===== config.mk =====
export PLATFORM = sky130hd
export DESIGN_NAME = command_status_code_encoder
export DESIGN_NICKNAME = d
export VERILOG_FILES = /design/src/status_pkg.sv /design/src/result_mem.sv /design/src/command_status_code_encoder.sv
export SDC_FILE = /design/constraint.sdc
export NUM_CORES = 1
export LEC_CHECK = 0
export BUFFER_PORTS_ARGS = -buffer_cell sky130_fd_sc_hd__buf_2
export CAP_MARGIN = 20
export CORE_ASPECT_RATIO = 1.4
export CORE_MARGIN = 4
export CORE_UTILIZATION = 40
export CTS_BUF_LIST = sky130_fd_sc_hd__clkbuf_16
export DETAILED_ROUTE_END_ITERATION = 8
export MAX_ROUTING_LAYER = met4
export SKIP_CTS_REPAIR_TIMING = 1
export SLEW_MARGIN = 20
export SYNTH_ARGS = -nofsm -noshare
export SYNTH_HDL_FRONTEND = slang
export SYNTH_SLANG_ARGS = --single-unit

===== constraint.sdc =====
create_clock -name clk_in -period 2.6 [get_ports clk_in]
set_input_delay 0.39 -clock clk_in [delete_from_list [all_inputs] [get_ports clk_in]]
set_output_delay 0.39 -clock clk_in [all_outputs]
set_load 0.02 [all_outputs]

===== src/status_pkg.sv =====
package status_pkg;

    // ------------------------------------------------------------
    // Sizes
    // ------------------------------------------------------------
    localparam int CMD_COUNT = 16;   // Commands in the list.
    localparam int CMD_IDX_W = 4;    // Width of a command index.
    localparam int WORD_W    = 16;   // Result word width.
    localparam int BYTE_W    = 8;    // Byte width.
    localparam int LEN_W     = 8;    // Reply length width.

    // ------------------------------------------------------------
    // Result codes
    // ------------------------------------------------------------
    localparam logic [15:0] CODE_SUCCESS     = 16'h0000;
    localparam logic [15:0] CODE_DEST_NO_BUF = 16'h0100;
    localparam logic [15:0] CODE_APP_TIMEOUT = 16'h0500;
    localparam logic [7:0]  EXT_PRIMARY      = 8'hF0;
    localparam logic [7:0]  EXT_MIN          = 8'h01;
    localparam logic [7:0]  EXT_MAX          = 8'h1F;
    localparam logic [7:0]  EXT_ILLEGAL      = 8'h01;
    localparam logic [15:0] CODE_NO_CTS      = 16'hFFFF;
    localparam logic [15:0] CODE_TX_TIMEOUT  = 16'hFFFE;
    localparam logic [15:0] CODE_ACK_TIMEOUT = 16'hFFF6;
    localparam logic [15:0] CODE_RSP_TIMEOUT = 16'hFFF5;
    localparam logic [15:0] CODE_LEN_MISM    = 16'hFFF4;
    localparam logic [15:0] CODE_NAK_RX      = 16'hFFEC;
    localparam logic [15:0] CODE_NAK_TX      = 16'hFFEB;

    // ------------------------------------------------------------
    // Carriers
    // ------------------------------------------------------------
    // Fault events seen during one command, one flag each.
    typedef struct packed {
        logic dest_no_buffer;
        logic app_timeout;
        logic no_cts;
        logic tx_timeout;
        logic ack_timeout;
        logic rsp_timeout;
        logic nak_received;
        logic nak_sent;
    } fault_t;

    // Remote reply contents.
    typedef struct packed {
        logic [7:0] primary_status_byte;
        logic [7:0] extended_status_byte;
        logic [7:0] reply_len;
    } reply_t;

    // Host read port for result words.
    typedef struct packed {
        logic       valid;
        logic [3:0] index;
    } rd_req_t;

endpackage


===== src/result_mem.sv =====
`timescale 1ns/100ps
// Small result-word memory with registered read data.
module result_mem #(
    parameter int DEPTH = 16,
    parameter int AW    = 4,
    parameter int DW    = 16
) (
    // Clock and reset.
    input  wire logic          clk_in,
    input  wire logic          rst_b_in,
    // Write port.
    input  wire logic          wr_en_in,
    input  wire logic [AW-1:0] wr_addr_in,
    input  wire logic [DW-1:0] wr_data_in,
    // Read port.
    input  wire logic [AW-1:0] rd_addr_in,
    output logic      [DW-1:0] rd_data_out
);

    // Storage array, one word per command.
    logic [DW-1:0] mem [DEPTH];

    // Writes land at the clock edge.
    always_ff @(posedge clk_in)
    begin
        if (wr_en_in)
        begin
            mem[wr_addr_in] <= wr_data_in;
        end
    end

    // Read data come from a register.
    always_ff @(posedge clk_in or negedge rst_b_in)
    begin
        if (!rst_b_in)
        begin
            rd_data_out <= '0;
        end
        else
        begin
            rd_data_out <= mem[rd_addr_in];
        end
    end

endmodule


===== src/command_status_code_encoder.sv =====
`timescale 1ns/100ps
module command_status_code_encoder #(
    // Size of the command list and width of its index.
    parameter int CMD_COUNT = status_pkg::CMD_COUNT,
    parameter int CMD_IDX_W = status_pkg::CMD_IDX_W
) (
    // Clock and reset.
    input  wire logic                  clk_in,
    input  wire logic                  rst_b_in,
    // Configuration load from the host.
    input  wire logic                  config_done_in,
    output logic                       port_enable_out,
    // Command progress.
    input  wire logic                  cmd_start_in,
    input  wire logic [CMD_IDX_W-1:0]  cmd_index_in,
    input  wire logic [7:0]            cmd_req_len_in,
    input  wire status_pkg::fault_t    fault_in,
    input  wire logic                  reply_valid_in,
    input  wire status_pkg::reply_t    reply_in,
    input  wire logic                  cmd_done_in,
    // Host read of result words.
    input  wire status_pkg::rd_req_t   rd_req_in,
    output logic [15:0]                rd_data_out,
    output logic                       rd_valid_out,
    // Latest stored outcome.
    output logic                       result_write_out,
    output logic [CMD_IDX_W-1:0]       result_index_out,
    output logic [15:0]                result_word_out
);

    // ------------------------------------------------------------
    // Command tracking
    // ------------------------------------------------------------

    // Command states. Only one command is tracked at a time, so a start
    // that arrives while a command runs is ignored rather than queued.
    typedef enum logic [1:0] {IDLE_ST, ACTIVE_ST} cmd_state_t;

    // State of the running command, its first captured event, this cycle's event, config flag and read data.
    cmd_state_t            state;        // Command in progress or not.
    logic [CMD_IDX_W-1:0]  cur_index;    // Index of the running command.
    logic [7:0]            req_len;      // Byte count asked for.
    logic                  fault_seen;   // A fault already captured.
    logic [15:0]           held_code;    // First captured code.
    logic [15:0]           next_code;    // Code of this cycle's event.
    logic                  next_hit;     // This cycle has an event.
    logic                  configured;   // Host configuration loaded.
    logic [15:0]           mem_rd;       // Registered memory data.

    // ------------------------------------------------------------
    // Event classification
    // ------------------------------------------------------------

    // Map a fault set to its code; the first flag in priority wins.
    // Flags that fire together in one cycle still give one code, the
    // link-side faults ranking ahead of the application-level ones.
    // These codes are built here only, never taken from the station.
    function automatic logic [15:0] fault_code(status_pkg::fault_t f);
        logic [15:0] c;
        c = status_pkg::CODE_SUCCESS;
        if (f.no_cts)
            c = status_pkg::CODE_NO_CTS;
        else if (f.tx_timeout)
            c = status_pkg::CODE_TX_TIMEOUT;
        else if (f.ack_timeout)
            c = status_pkg::CODE_ACK_TIMEOUT;
        else if (f.nak_received)
            c = status_pkg::CODE_NAK_RX;
        else if (f.rsp_timeout)
            c = status_pkg::CODE_RSP_TIMEOUT;
        else if (f.nak_sent)
            c = status_pkg::CODE_NAK_TX;
        else if (f.dest_no_buffer)
            c = status_pkg::CODE_DEST_NO_BUF;
        else if (f.app_timeout)
            c = status_pkg::CODE_APP_TIMEOUT;
        return c;
    endfunction

    // Map a remote reply to its code, or success when clean.
    // An extended reply keeps its lower byte; any other remote code keeps
    // only its upper nibble. Neither form can land in the all-ones group
    // kept for local faults, so a station cannot fake one of those.
    // The length check applies only to a reply that reports no error.
    function automatic logic [15:0] reply_code(status_pkg::reply_t r,
                                               logic [7:0] want);
        logic [15:0] c;
        logic [7:0]  ext;
        c   = status_pkg::CODE_SUCCESS;
        ext = r.extended_status_byte;
        if (r.primary_status_byte == status_pkg::EXT_PRIMARY)
        begin
            // Out-of-range extended values count as illegal field.
            if (ext < status_pkg::EXT_MIN || ext > status_pkg::EXT_MAX)
                ext = status_pkg::EXT_ILLEGAL;
            c = {status_pkg::EXT_PRIMARY, ext};
        end
        else if (r.primary_status_byte != 8'h00)
        begin
            // Only the remote code's upper nibble passes through; the other 12 bits stay zero.
            c = {r.primary_status_byte[7:4], 4'h0, 8'h00};
        end
        else if (r.reply_len != want)
        begin
            c = status_pkg::CODE_LEN_MISM;
        end
        return c;
    endfunction

    // Classify this cycle's event.
    // A local fault outranks a reply seen in the same cycle, since the
    // fault means the reply cannot be trusted.
    always_comb
    begin
        next_code = fault_code(fault_in);
        next_hit  = (fault_in != '0);
        // A reply that reports success leaves next_hit low.
        if (!next_hit && reply_valid_in)
        begin
            next_code = reply_code(reply_in, req_len);
            next_hit  = (next_code != status_pkg::CODE_SUCCESS);
        end
    end

    // ------------------------------------------------------------
    // Configuration gate
    // ------------------------------------------------------------

    // Ports stay quiet until host configuration has been loaded.
    // The enable is a flop so that it never glitches; it rises on the
    // same edge that samples the load and stays high until reset.
    always_ff @(posedge clk_in or negedge rst_b_in)
    begin
        if (!rst_b_in)
        begin
            configured      <= 1'b0;
            port_enable_out <= 1'b0;
        end
        else
        begin
            if (config_done_in)
            begin
                configured <= 1'b1;
            end
            port_enable_out <= configured || config_done_in;
        end
    end

    // ------------------------------------------------------------
    // Command state and first-fault capture
    // ------------------------------------------------------------

    // Track the running command and latch only its first fault.
    // The held code and its flag are cleared at each start, so nothing
    // from an earlier command can leak into the word of a later one.
    // The index and length are latched at start and held to the end.
    always_ff @(posedge clk_in or negedge rst_b_in)
    begin
        if (!rst_b_in)
        begin
            state      <= IDLE_ST;
            cur_index  <= '0;
            req_len    <= '0;
            fault_seen <= 1'b0;
            held_code  <= status_pkg::CODE_SUCCESS;
        end
        else
        begin
            case (state)
                IDLE_ST:
                begin
                    // A new command starts only once configured.
                    if (cmd_start_in && configured)
                    begin
                        state      <= ACTIVE_ST;
                        cur_index  <= cmd_index_in;
                        req_len    <= cmd_req_len_in;
                        fault_seen <= 1'b0;
                        held_code  <= status_pkg::CODE_SUCCESS;
                    end
                end
                ACTIVE_ST:
                begin
                    // Later faults are ignored once one is held.
                    if (next_hit && !fault_seen)
                    begin
                        fault_seen <= 1'b1;
                        held_code  <= next_code;
                    end
                    // A finished command returns to idle at once.
                    if (cmd_done_in)
                    begin
                        state <= IDLE_ST;
                    end
                end
                // Unused state codes fall back to idle.
                default:
                begin
                    state <= IDLE_ST;
                end
            endcase
        end
    end

    // ------------------------------------------------------------
    // Result write
    // ------------------------------------------------------------

    // On completion store the outcome, overwriting any older value.
    // The store pulse lasts one cycle; index and word then hold until
    // the next store, so the host side may watch them at leisure.
    // A command that saw no event writes zero over any old error.
    always_ff @(posedge clk_in or negedge rst_b_in)
    begin
        if (!rst_b_in)
        begin
            result_write_out <= 1'b0;
            result_index_out <= '0;
            result_word_out  <= status_pkg::CODE_SUCCESS;
        end
        else
        begin
            // The store pulse drops unless a command ends now.
            result_write_out <= 1'b0;
            if (state == ACTIVE_ST && cmd_done_in)
            begin
                result_write_out <= 1'b1;
                result_index_out <= cur_index;
                // Same-cycle event counts if nothing held yet.
                if (fault_seen)
                    result_word_out <= held_code;
                else if (next_hit)
                    result_word_out <= next_code;
                else
                    result_word_out <= status_pkg::CODE_SUCCESS;
            end
        end
    end

    // Word storage, one entry per command.
    // Its write port takes the registered store outputs, so a word is
    // readable by a request made in the cycle after the store pulse.
    result_mem #(
        .DEPTH (CMD_COUNT),
        .AW    (CMD_IDX_W),
        .DW    (status_pkg::WORD_W)
    ) u_mem (
        .clk_in      (clk_in),
        .rst_b_in    (rst_b_in),
        .wr_en_in    (result_write_out),
        .wr_addr_in  (result_index_out),
        .wr_data_in  (result_word_out),
        .rd_addr_in  (rd_req_in.index),
        .rd_data_out (mem_rd)
    );

    // ------------------------------------------------------------
    // Host read path
    // ------------------------------------------------------------

    // Memory data are one cycle late; stage them onto the outputs.
    // A read is answered two cycles after its request; back-to-back
    // requests are answered back to back. Read data hold between reads
    // so the host may sample them after the valid pulse.
    logic rd_pend; // Read issued last cycle.

    always_ff @(posedge clk_in or negedge rst_b_in)
    begin
        if (!rst_b_in)
        begin
            rd_pend      <= 1'b0;
            rd_valid_out <= 1'b0;
            rd_data_out  <= '0;
        end
        else
        begin
            // The valid pulse trails the request through two flops.
            rd_pend      <= rd_req_in.valid;
            rd_valid_out <= rd_pend;
            if (rd_pend)
            begin
                rd_data_out <= mem_rd;
            end
        end
    end

endmodule


==> run summary, run 1 <==
### Run status
* **result of the run** completed

### Worst setup path
* **maximum fanout along the worst path** 18
* **crit end category** flip-flop
* **R2R depth** 5
* **required time of the critical path** 3070 ps
* **Critical Path AT** 2520 ps
* **Worst setup SP type** flip-flop
* **kind of critical path** reg2reg

### STA
* **setup violators final** 0
* **Final TNS setup** 0 ps
* **Period Utilization, post-route** 78.91%
* **setup repair after global routing missed its margin** false
* **worst-case setup margin in the final layout** 548.4 ps
* **max-slew violations** 0
* **Final Hold Fails** 0
* **Worst-Margin Slew** 849.1 ps
* **maximum clock frequency** 487.4 MHz
* **min Tclk post-route** 2052 ps
* **worst-case headroom to the max-slew limit** 43.18%
* **worst clock skew on the final layout** 10.04 ps

### Finish
* **number of standard cells in the layout, taps in and fillers out** 1187
* **FF/Latch Area** 0.009284 mm²
* **fill cell instance count of the final layout** 2554
* **area used by multi-input combinational logic** 0.003105 mm²
* **final cell utilization of the core** 47.40%
* **growth of design area from synthesis to finish** 16.81%
* **total inserted antenna cells** 0
* **ratio of cells with drive above 1 in the final layout** 35.26%
* **Final nets** 828

### Placed design
* **Worst Setup Slack post-DPL** 459.6 ps
* **final weighted congestion in routability-driven placement** 0.8895
* **DP Wirelength** 16.53 mm
* **PortBufs** 93
* **number of instances in the placed design** 1129

### Drt
* **post-detailed-route via-to-cell ratio** 5.426
* **final wirelength** 26.46 mm
* **detailed router's first-iteration violation count** 517
* **total iterations of the first detailed-routing run** 5
* **average detailed-routed wire length per instance** 22.29 µm
* **number of nets still failing antenna checks after routing** 0
* **overall via count from detail_route** 6441
* **final routed DRC violation total** 0

### Power and ir drop
* **net switching share of the total power** 26.07%
* **static leakage** 5.196 nW
* **clock power share** 33.0%
* **Pwr Total** 12.91 mW
* **Power Internal** 9.547 mW
* **part of the total power dissipated in combinational logic** 13.1%
* **switching power** 3.367 mW
* **power per cell area** 881.5 mW/mm²
* **relative contribution of sequential cells to total power** 53.9%
* **worst vdd rail ir drop** 0.0005148 V

### CTS
* **Clock Sinks** 323
* **CTS tree** done
* **Max clock buf depth** 3
* **count of H-tree levels built during CTS** 1
* **number of buffers created by CTS** 30
* **clock latency reported for the late side of the worst-skew pair** 550 ps
* **clock-pin transition on the worst setup and hold timing paths** 60 ps
* **Clock Tree Root** sky130_fd_sc_hd__clkbuf_16

### Synthesis
* **distinct cell type count after synthesis** 44
* **proportion of synthesized chip area in sequential cells** 74.02%
* **largest cells by area after synthesis** sky130_fd_sc_hd__edfxtp_1 (57%), sky130_fd_sc_hd__dfrtp_1 (17%), sky130_fd_sc_hd__mux4_2 (13%)
* **number of synthesized flops with an enable pin** 240
* **FF+latch count, synth** 323
* **count of warnings emitted by yosys** 0
* **most used standard cells in the synthesized netlist** sky130_fd_sc_hd__edfxtp_1 (240), sky130_fd_sc_hd__dfrtp_1 (83), sky130_fd_sc_hd__mux4_2 (75)
* **proportion of synthesized flip-flops having asynchronous set or reset** 25.70%
* **main flop type after synthesis** sky130_fd_sc_hd__edfxtp_1
* **Syn Std Cell Area** 0.01254 mm²
* **fraction of synthesized cell area taken by the top area cell type** 57.46%
* **most frequently used cell type in the post-synthesis netlist** sky130_fd_sc_hd__edfxtp_1
* **number of nets produced by synthesis** 707
* **number of instances in the synthesized netlist** 652
* **largest area contributor in the synthesized netlist** sky130_fd_sc_hd__edfxtp_1
* **synthesized area per cell** 19.24 µm²

### Die
* **top-level I/O count** 94
* **Vert. Die Dim** 217.5 µm
* **standard-cell row count** 76
* **die width** 157.7 µm
* **area inside the core boundary** 0.03090 mm²
* **Initial Utilization** 40.58%
* **area enclosed by the die boundary** 0.03429 mm²

### Global routing
* **via count of the first global-routing pass** 6921
* **pin count of the biggest net entering global routing** 61
* **gr ovfl total** 0
* **initial antenna violation count** 0
* **GRT Overall Usage** 16.35%
* **global-route wire length before repair** 41.32 mm

### Hold path
* **Hold Crit Class** in2reg
* **Hold Crit Depth** 2

### Flow run
* **Max Cap Violations** 0

[cell families after synthesis]
| kind of cell | count (synthesis) | share of synthesized area, % |
|---|---|---|
| DFF | 323 | 74.02 |
| and+or+nand+nor | 110 | 4.430 |
| muxes | 109 | 16.45 |
| AOI/OAI and AO/OA | 63 | 3.163 |
| buffers and inverters | 39 | 1.377 |
| xor gates and xnor gates | 8 | 0.5587 |
[stage by stage]
stage,area [µm²],hold WS (ps)
3_5_place_dp,13670,437.4
5_1_grt,14650,34.60
6_report,14650,25.93
2_1_floorplan,12540,94.41
4_1_cts,14630,-155.4
3_3_place_gp,13670,405.7
[final timing paths]
path                       slack [ps]               endpoint         start
min                                30               state[0]   cmd_done_in
max                               550          held_code[15]    fault_seen
max in group asynchronous        1570    result_word_out[11]      rst_b_in
min reg2reg                       470    result_index_out[0]  cur_index[0]
max reg2reg                       550          held_code[15]    fault_seen
min in group asynchronous         380  u_mem.rd_data_out[14]      rst_b_in
[power groups by stage]
stage                     logic (mW)  clock network, mW  registers (mW)
after floorplan                0.812                  0            7.14
after global placement          1.66                  0            7.02
after detailed placement        1.72                  0            7.07
after CTS                       1.73               4.36            6.96
after global routing            1.86               4.59            7.04
final                           1.69               4.26            6.96
[flip-flops by register name, indices dropped and copies added, names as in the netlist]
register / count
result_write_out: 1
result_word_out: 15
req_len: 8
configured: 1
state: 1
u_mem.rd_data_out: 15
result_index_out: 4
cur_index: 4
held_code: 15
rd_valid_out: 1
fault_seen: 1
rd_data_out: 15
u_mem.mem: 240
port_enable_out: 1
rd_pend: 1
[layer usage]
layer	GRT usage (%)	wire length, µm
met1	20.07	10400
met2	27.98	13890
met3	2.025	1316
met4	5.681	845
met5	-	0
[final cells by class]
| class | count | area share [%] |
|---|---|---|
| inverter | 4 | 0.1025 |
| clock buffer | 31 | 5.295 |
| sequential | 323 | 63.37 |
| tap | 390 | 3.331 |
| timing repair buffer | 124 | 5.432 |
| multi-input combinational | 290 | 21.20 |
| clock inverter | 25 | 1.273 |
[cell usage in the layout, fill, tap and decap left out, types with 4 or more instances in the layout]
cell,count
sky130_fd_sc_hd__buf_4,24
sky130_fd_sc_hd__edfxtp_1,240
sky130_fd_sc_hd__nand3_1,6
sky130_fd_sc_hd__mux2i_1,7
sky130_fd_sc_hd__and3_1,5
sky130_fd_sc_hd__buf_2,91
sky130_fd_sc_hd__nand2_1,35
sky130_fd_sc_hd__nor3_2,4
sky130_fd_sc_hd__o21ai_0,10
sky130_fd_sc_hd__nor2_1,33
sky130_fd_sc_hd__clkbuf_16,31
sky130_fd_sc_hd__clkinv_1,6
sky130_fd_sc_hd__buf_12,7
sky130_fd_sc_hd__mux4_2,75
sky130_fd_sc_hd__o21ai_1,4
sky130_fd_sc_hd__inv_1,15
sky130_fd_sc_hd__a21oi_1,24
sky130_fd_sc_hd__a21o_1,7
sky130_fd_sc_hd__nand2b_1,6
sky130_fd_sc_hd__xor2_1,8
sky130_fd_sc_hd__dfrtp_1,83
sky130_fd_sc_hd__mux2_2,27
[critical path, cell delays in order (launching register included)]
cell and delay [ps]:
sky130_fd_sc_hd__dfrtp_1 580, sky130_fd_sc_hd__nand2b_1 270, sky130_fd_sc_hd__o22a_1 160, sky130_fd_sc_hd__a21bo_2 390
sky130_fd_sc_hd__and2_4 320, sky130_fd_sc_hd__mux2i_1 240
Note: power is estimated with default switching activity, not from simulation.
==> run 2, diff against run 1 <==
ABC_AREA = 1   (was not set)
clock period = 1.8 ns   (was 2.6 ns; I/O delays follow)
==> run 2 against run 1 <==
  * The flow now finishes with violations (negative hold slack)
  * First-iteration DRC count down 1.7%
  * Combinational power rose by 70%
  * Non-clock buffer count rose by 36
  * Sequential share of layout area is 4.7 points lower
  * Die area increased by 4.5%
  * Global-route usage rose by 1.3 points
  * Flip-flop and latch count is the same
  * Sequential power up 48%
  * Core utilization increased by 1.5 points
  * Routed wire length grew 16%
  * Critical path depth is 4 lower
  * Critical endpoint is now result_word_out[1]
  * Highest routed layer unchanged
==> run summary, run 2 <==
### Global routing
* **busiest layer in global routing** met2
* **global-route wire length before repair** 47.18 mm
* **initial antenna violation count** 0
* **GRT met2 Usage** 31.13%
* **met3 track demand over resource in global routing** 2.431%
* **via count of the first global-routing pass** 8127
* **pin count of the biggest net entering global routing** 61
* **gr ovfl total** 0
* **GRT Overall Usage** 17.65%
* **Global Route met1 Usage** 21.27%

### Worst setup path
* **maximum fanout along the worst path** 18
* **kind of critical path** reg2out
* **endpoint of the worst register-to-register path** result_word_out[2]
* **crit end category** output pin
* **R2R depth** 13
* **biggest cell delay along the critical path** 660 ps
* **launching element of the worst setup path** result_word_out[1]
* **family with the most delay on the worst path** flip-flops
* **cell with the largest stage delay on the worst path** sky130_fd_sc_hd__dfrtp_1
* **worst-path cell chain** buf_2
* **Critical Path AT** 1420 ps
* **crit path buf inv count** 1
* **setup slack on the worst flop-to-flop path** 190 ps
* **startpoint of the lowest-slack register-to-register path** req_len[7]
* **total number of cells along the worst setup path** 1
* **endpoint of the most critical setup path** result_word_out[1]
* **Worst setup SP type** flip-flop
* **required time of the critical path** 1530 ps

### Finish
* **Final nets** 1223
* **flip-flop count of the largest register, all copies and words added** 240
* **ratio of cells with drive above 1 in the final layout** 19.60%
* **commonest non-fill, non-tap cell in the layout** sky130_fd_sc_hd__edfxtp_1
* **highest-count cells in the layout ignoring fill and taps** sky130_fd_sc_hd__edfxtp_1 (240), sky130_fd_sc_hd__nand2_1 (112), sky130_fd_sc_hd__inv_1 (101)
* **number of standard cells in the layout, taps in and fillers out** 1634
* **fill cell instance count of the final layout** 2887
* **total inserted antenna cells** 0
* **growth of design area from synthesis to finish** 20.55%
* **Most flops, register** u_mem.mem

### Synthesis
* **FF+latch count, synth** 323
* **number of synthesized flops with an enable pin** 240
* **most frequently used cell type in the post-synthesis netlist** sky130_fd_sc_hd__edfxtp_1
* **count of warnings emitted by yosys** 0
* **distinct cell type count after synthesis** 32
* **largest area contributor in the synthesized netlist** sky130_fd_sc_hd__edfxtp_1
* **synthesized area per cell** 12.74 µm²
* **number of instances in the synthesized netlist** 1031
* **Syn Std Cell Area** 0.01313 mm²
* **number of nets produced by synthesis** 1086
* **main flop type after synthesis** sky130_fd_sc_hd__edfxtp_1
* **largest cells by area after synthesis** sky130_fd_sc_hd__edfxtp_1 (55%), sky130_fd_sc_hd__dfrtp_1 (16%), sky130_fd_sc_hd__mux2i_1 (4.6%)
* **fraction of synthesized cell area taken by the top area cell type** 54.88%
* **proportion of synthesized flip-flops having asynchronous set or reset** 25.70%
* **proportion of synthesized chip area in sequential cells** 70.70%
* **most used standard cells in the synthesized netlist** sky130_fd_sc_hd__edfxtp_1 (240), sky130_fd_sc_hd__nand2_1 (113), sky130_fd_sc_hd__a21oi_1 (92)

### STA
* **setup repair after global routing missed its margin** false
* **min Tclk post-route** 1694 ps
* **maximum clock frequency** 590.4 MHz
* **worst clock skew on the final layout** 13.80 ps
* **hold slack final** -13.18 ps
* **Final Hold Fails** 2
* **Final TNS setup** 0 ps
* **max-slew violations** 0
* **worst-case headroom to the max-slew limit** 65.24%
* **Worst-Margin Slew** 518.2 ps
* **setup violators final** 0
* **Period Utilization, post-route** 94.10%

### CTS
* **Clock Sinks** 323
* **Max clock buf depth** 3
* **clock-pin transition on the worst setup and hold timing paths** 50 ps
* **CTS tree** done
* **number of buffers created by CTS** 34
* **count of H-tree levels built during CTS** 2
* **Clock Tree Root** sky130_fd_sc_hd__clkbuf_16
* **clock latency reported for the late side of the worst-skew pair** 510 ps

### Drt
* **detailed router's first-iteration violation count** 508
* **number of nets still failing antenna checks after routing** 0
* **total iterations of the first detailed-routing run** 5
* **average detailed-routed wire length per instance** 18.82 µm
* **final wirelength** 30.75 mm
* **overall via count from detail_route** 8321
* **final routed DRC violation total** 0
* **post-detailed-route via-to-cell ratio** 5.092

### Power and ir drop
* **worst vdd rail ir drop** 0.0006840 V
* **switching power** 5.461 mW
* **Pwr Total** 20.06 mW
* **relative contribution of sequential cells to total power** 51.5%
* **power per cell area** 1267 mW/mm²
* **clock power share** 34.2%
* **part of the total power dissipated in combinational logic** 14.3%
* **Power Internal** 14.60 mW
* **net switching share of the total power** 27.22%
* **static leakage** 6.246 nW

### Die
* **area enclosed by the die boundary** 0.03583 mm²
* **top-level I/O count** 94
* **area inside the core boundary** 0.03240 mm²
* **Initial Utilization** 40.53%
* **Vert. Die Dim** 222.4 µm
* **die width** 161.1 µm
* **standard-cell row count** 78

### Placed design
* **number of instances in the placed design** 1558
* **final weighted congestion in routability-driven placement** 0.8357
* **PortBufs** 93
* **DP Wirelength** 18.22 mm

### Flow run
* **Max Cap Violations** 0

### Run status
* **result of the run** complete, but fails checks
* **violations in the final reports** negative hold slack

### Hold path
* **Hold Crit Class** in2reg
* **startpoint of the tightest hold check path** cmd_req_len_in[2]

==> run 2: cell count changes after synthesis, moves of 61 or more <==
cell / previous run / this run
sky130_fd_sc_hd__mux4_2: 75 / 0
sky130_fd_sc_hd__a21oi_1: 24 / 92
sky130_fd_sc_hd__o21ai_0: 10 / 83
sky130_fd_sc_hd__nand2_1: 35 / 113
sky130_fd_sc_hd__o211ai_1: 0 / 61
sky130_fd_sc_hd__inv_1: 4 / 89
==> run 2: area by class of cell <==
type / count / area, µm² / area share [%]
Clock inverter: 25 / 190.2 / 1.201
Inverter: 94 / 352.8 / 2.229
Sequential cell: 323 / 9294 / 58.71
Tap cell: 440 / 550.5 / 3.478
Timing Repair Buffer: 160 / 1287 / 8.133
Clock buffer: 37 / 925.9 / 5.849
Multi-Input combinational cell: 555 / 3229 / 20.40
==> run 2: worst min path at each step <==
stage,end,slack [ps],depth (start not counted)
after floorplan,configured,-30,0
after global placement,rd_data_out[2],280,1
after detailed placement,rd_data_out[2],280,1
after CTS,u_mem.rd_data_out[10],-270,1
after global routing,req_len[2],0.2,3
final,req_len[2],-10,3
==> run 2: cells by family (layout without fill, tap and decap cells) <==
family	after synthesis	after routing	share of synthesized area [%]
DFF	323	323	70.70
AOI/OAI and AO/OA	237	237	10.20
and+or+nand+nor	239	239	8.213
muxes	75	75	5.860
buffers and inverters	153	316	4.764
xor gates and xnor gates	4	4	0.2668
==> run 2: worst reg2reg max path, stage by stage (launching register included) <==
cell,delay (ps)
sky130_fd_sc_hd__dfrtp_1,370
sky130_fd_sc_hd__inv_1,70
sky130_fd_sc_hd__nand2_1,50
sky130_fd_sc_hd__nand2_1,60
sky130_fd_sc_hd__nand2_1,50
sky130_fd_sc_hd__nor2_1,140
sky130_fd_sc_hd__nand2_1,100
sky130_fd_sc_hd__nand2_2,100
sky130_fd_sc_hd__buf_4,130
sky130_fd_sc_hd__nand2_1,50
sky130_fd_sc_hd__nand2_1,50
sky130_fd_sc_hd__nand3_1,140
sky130_fd_sc_hd__nand2_1,120
sky130_fd_sc_hd__a21oi_1,70
==> run 2: per-layer routing <==
metal	part of all wire, %	wire length, µm
met5	0	0
met4	2.1	657
met3	5.4	1651
met2	53	16250
met1	40	12190
==> run 2: power by group through the flow <==
stage / Combinational, mW / Sequential, mW / Clock (mW)
global route: 3.17 / 10.5 / 7.31
floorplan: 1.37 / 10.6 / 0
global placement: 2.84 / 10.5 / 0
finish: 2.87 / 10.3 / 6.85
detailed placement: 2.87 / 10.5 / 0
CTS: 2.88 / 10.3 / 6.99
==> run 2: through the flow <==
step	instance area, µm²	util [%]	worst slack [ps]
finish	15830	48.86	106.2
floorplan	13130	-	5.332
detailed placement	14560	44.93	20.83
CTS	15670	48.37	-24.43
global placement	14560	44.93	68.89
global route	15830	48.86	25.50
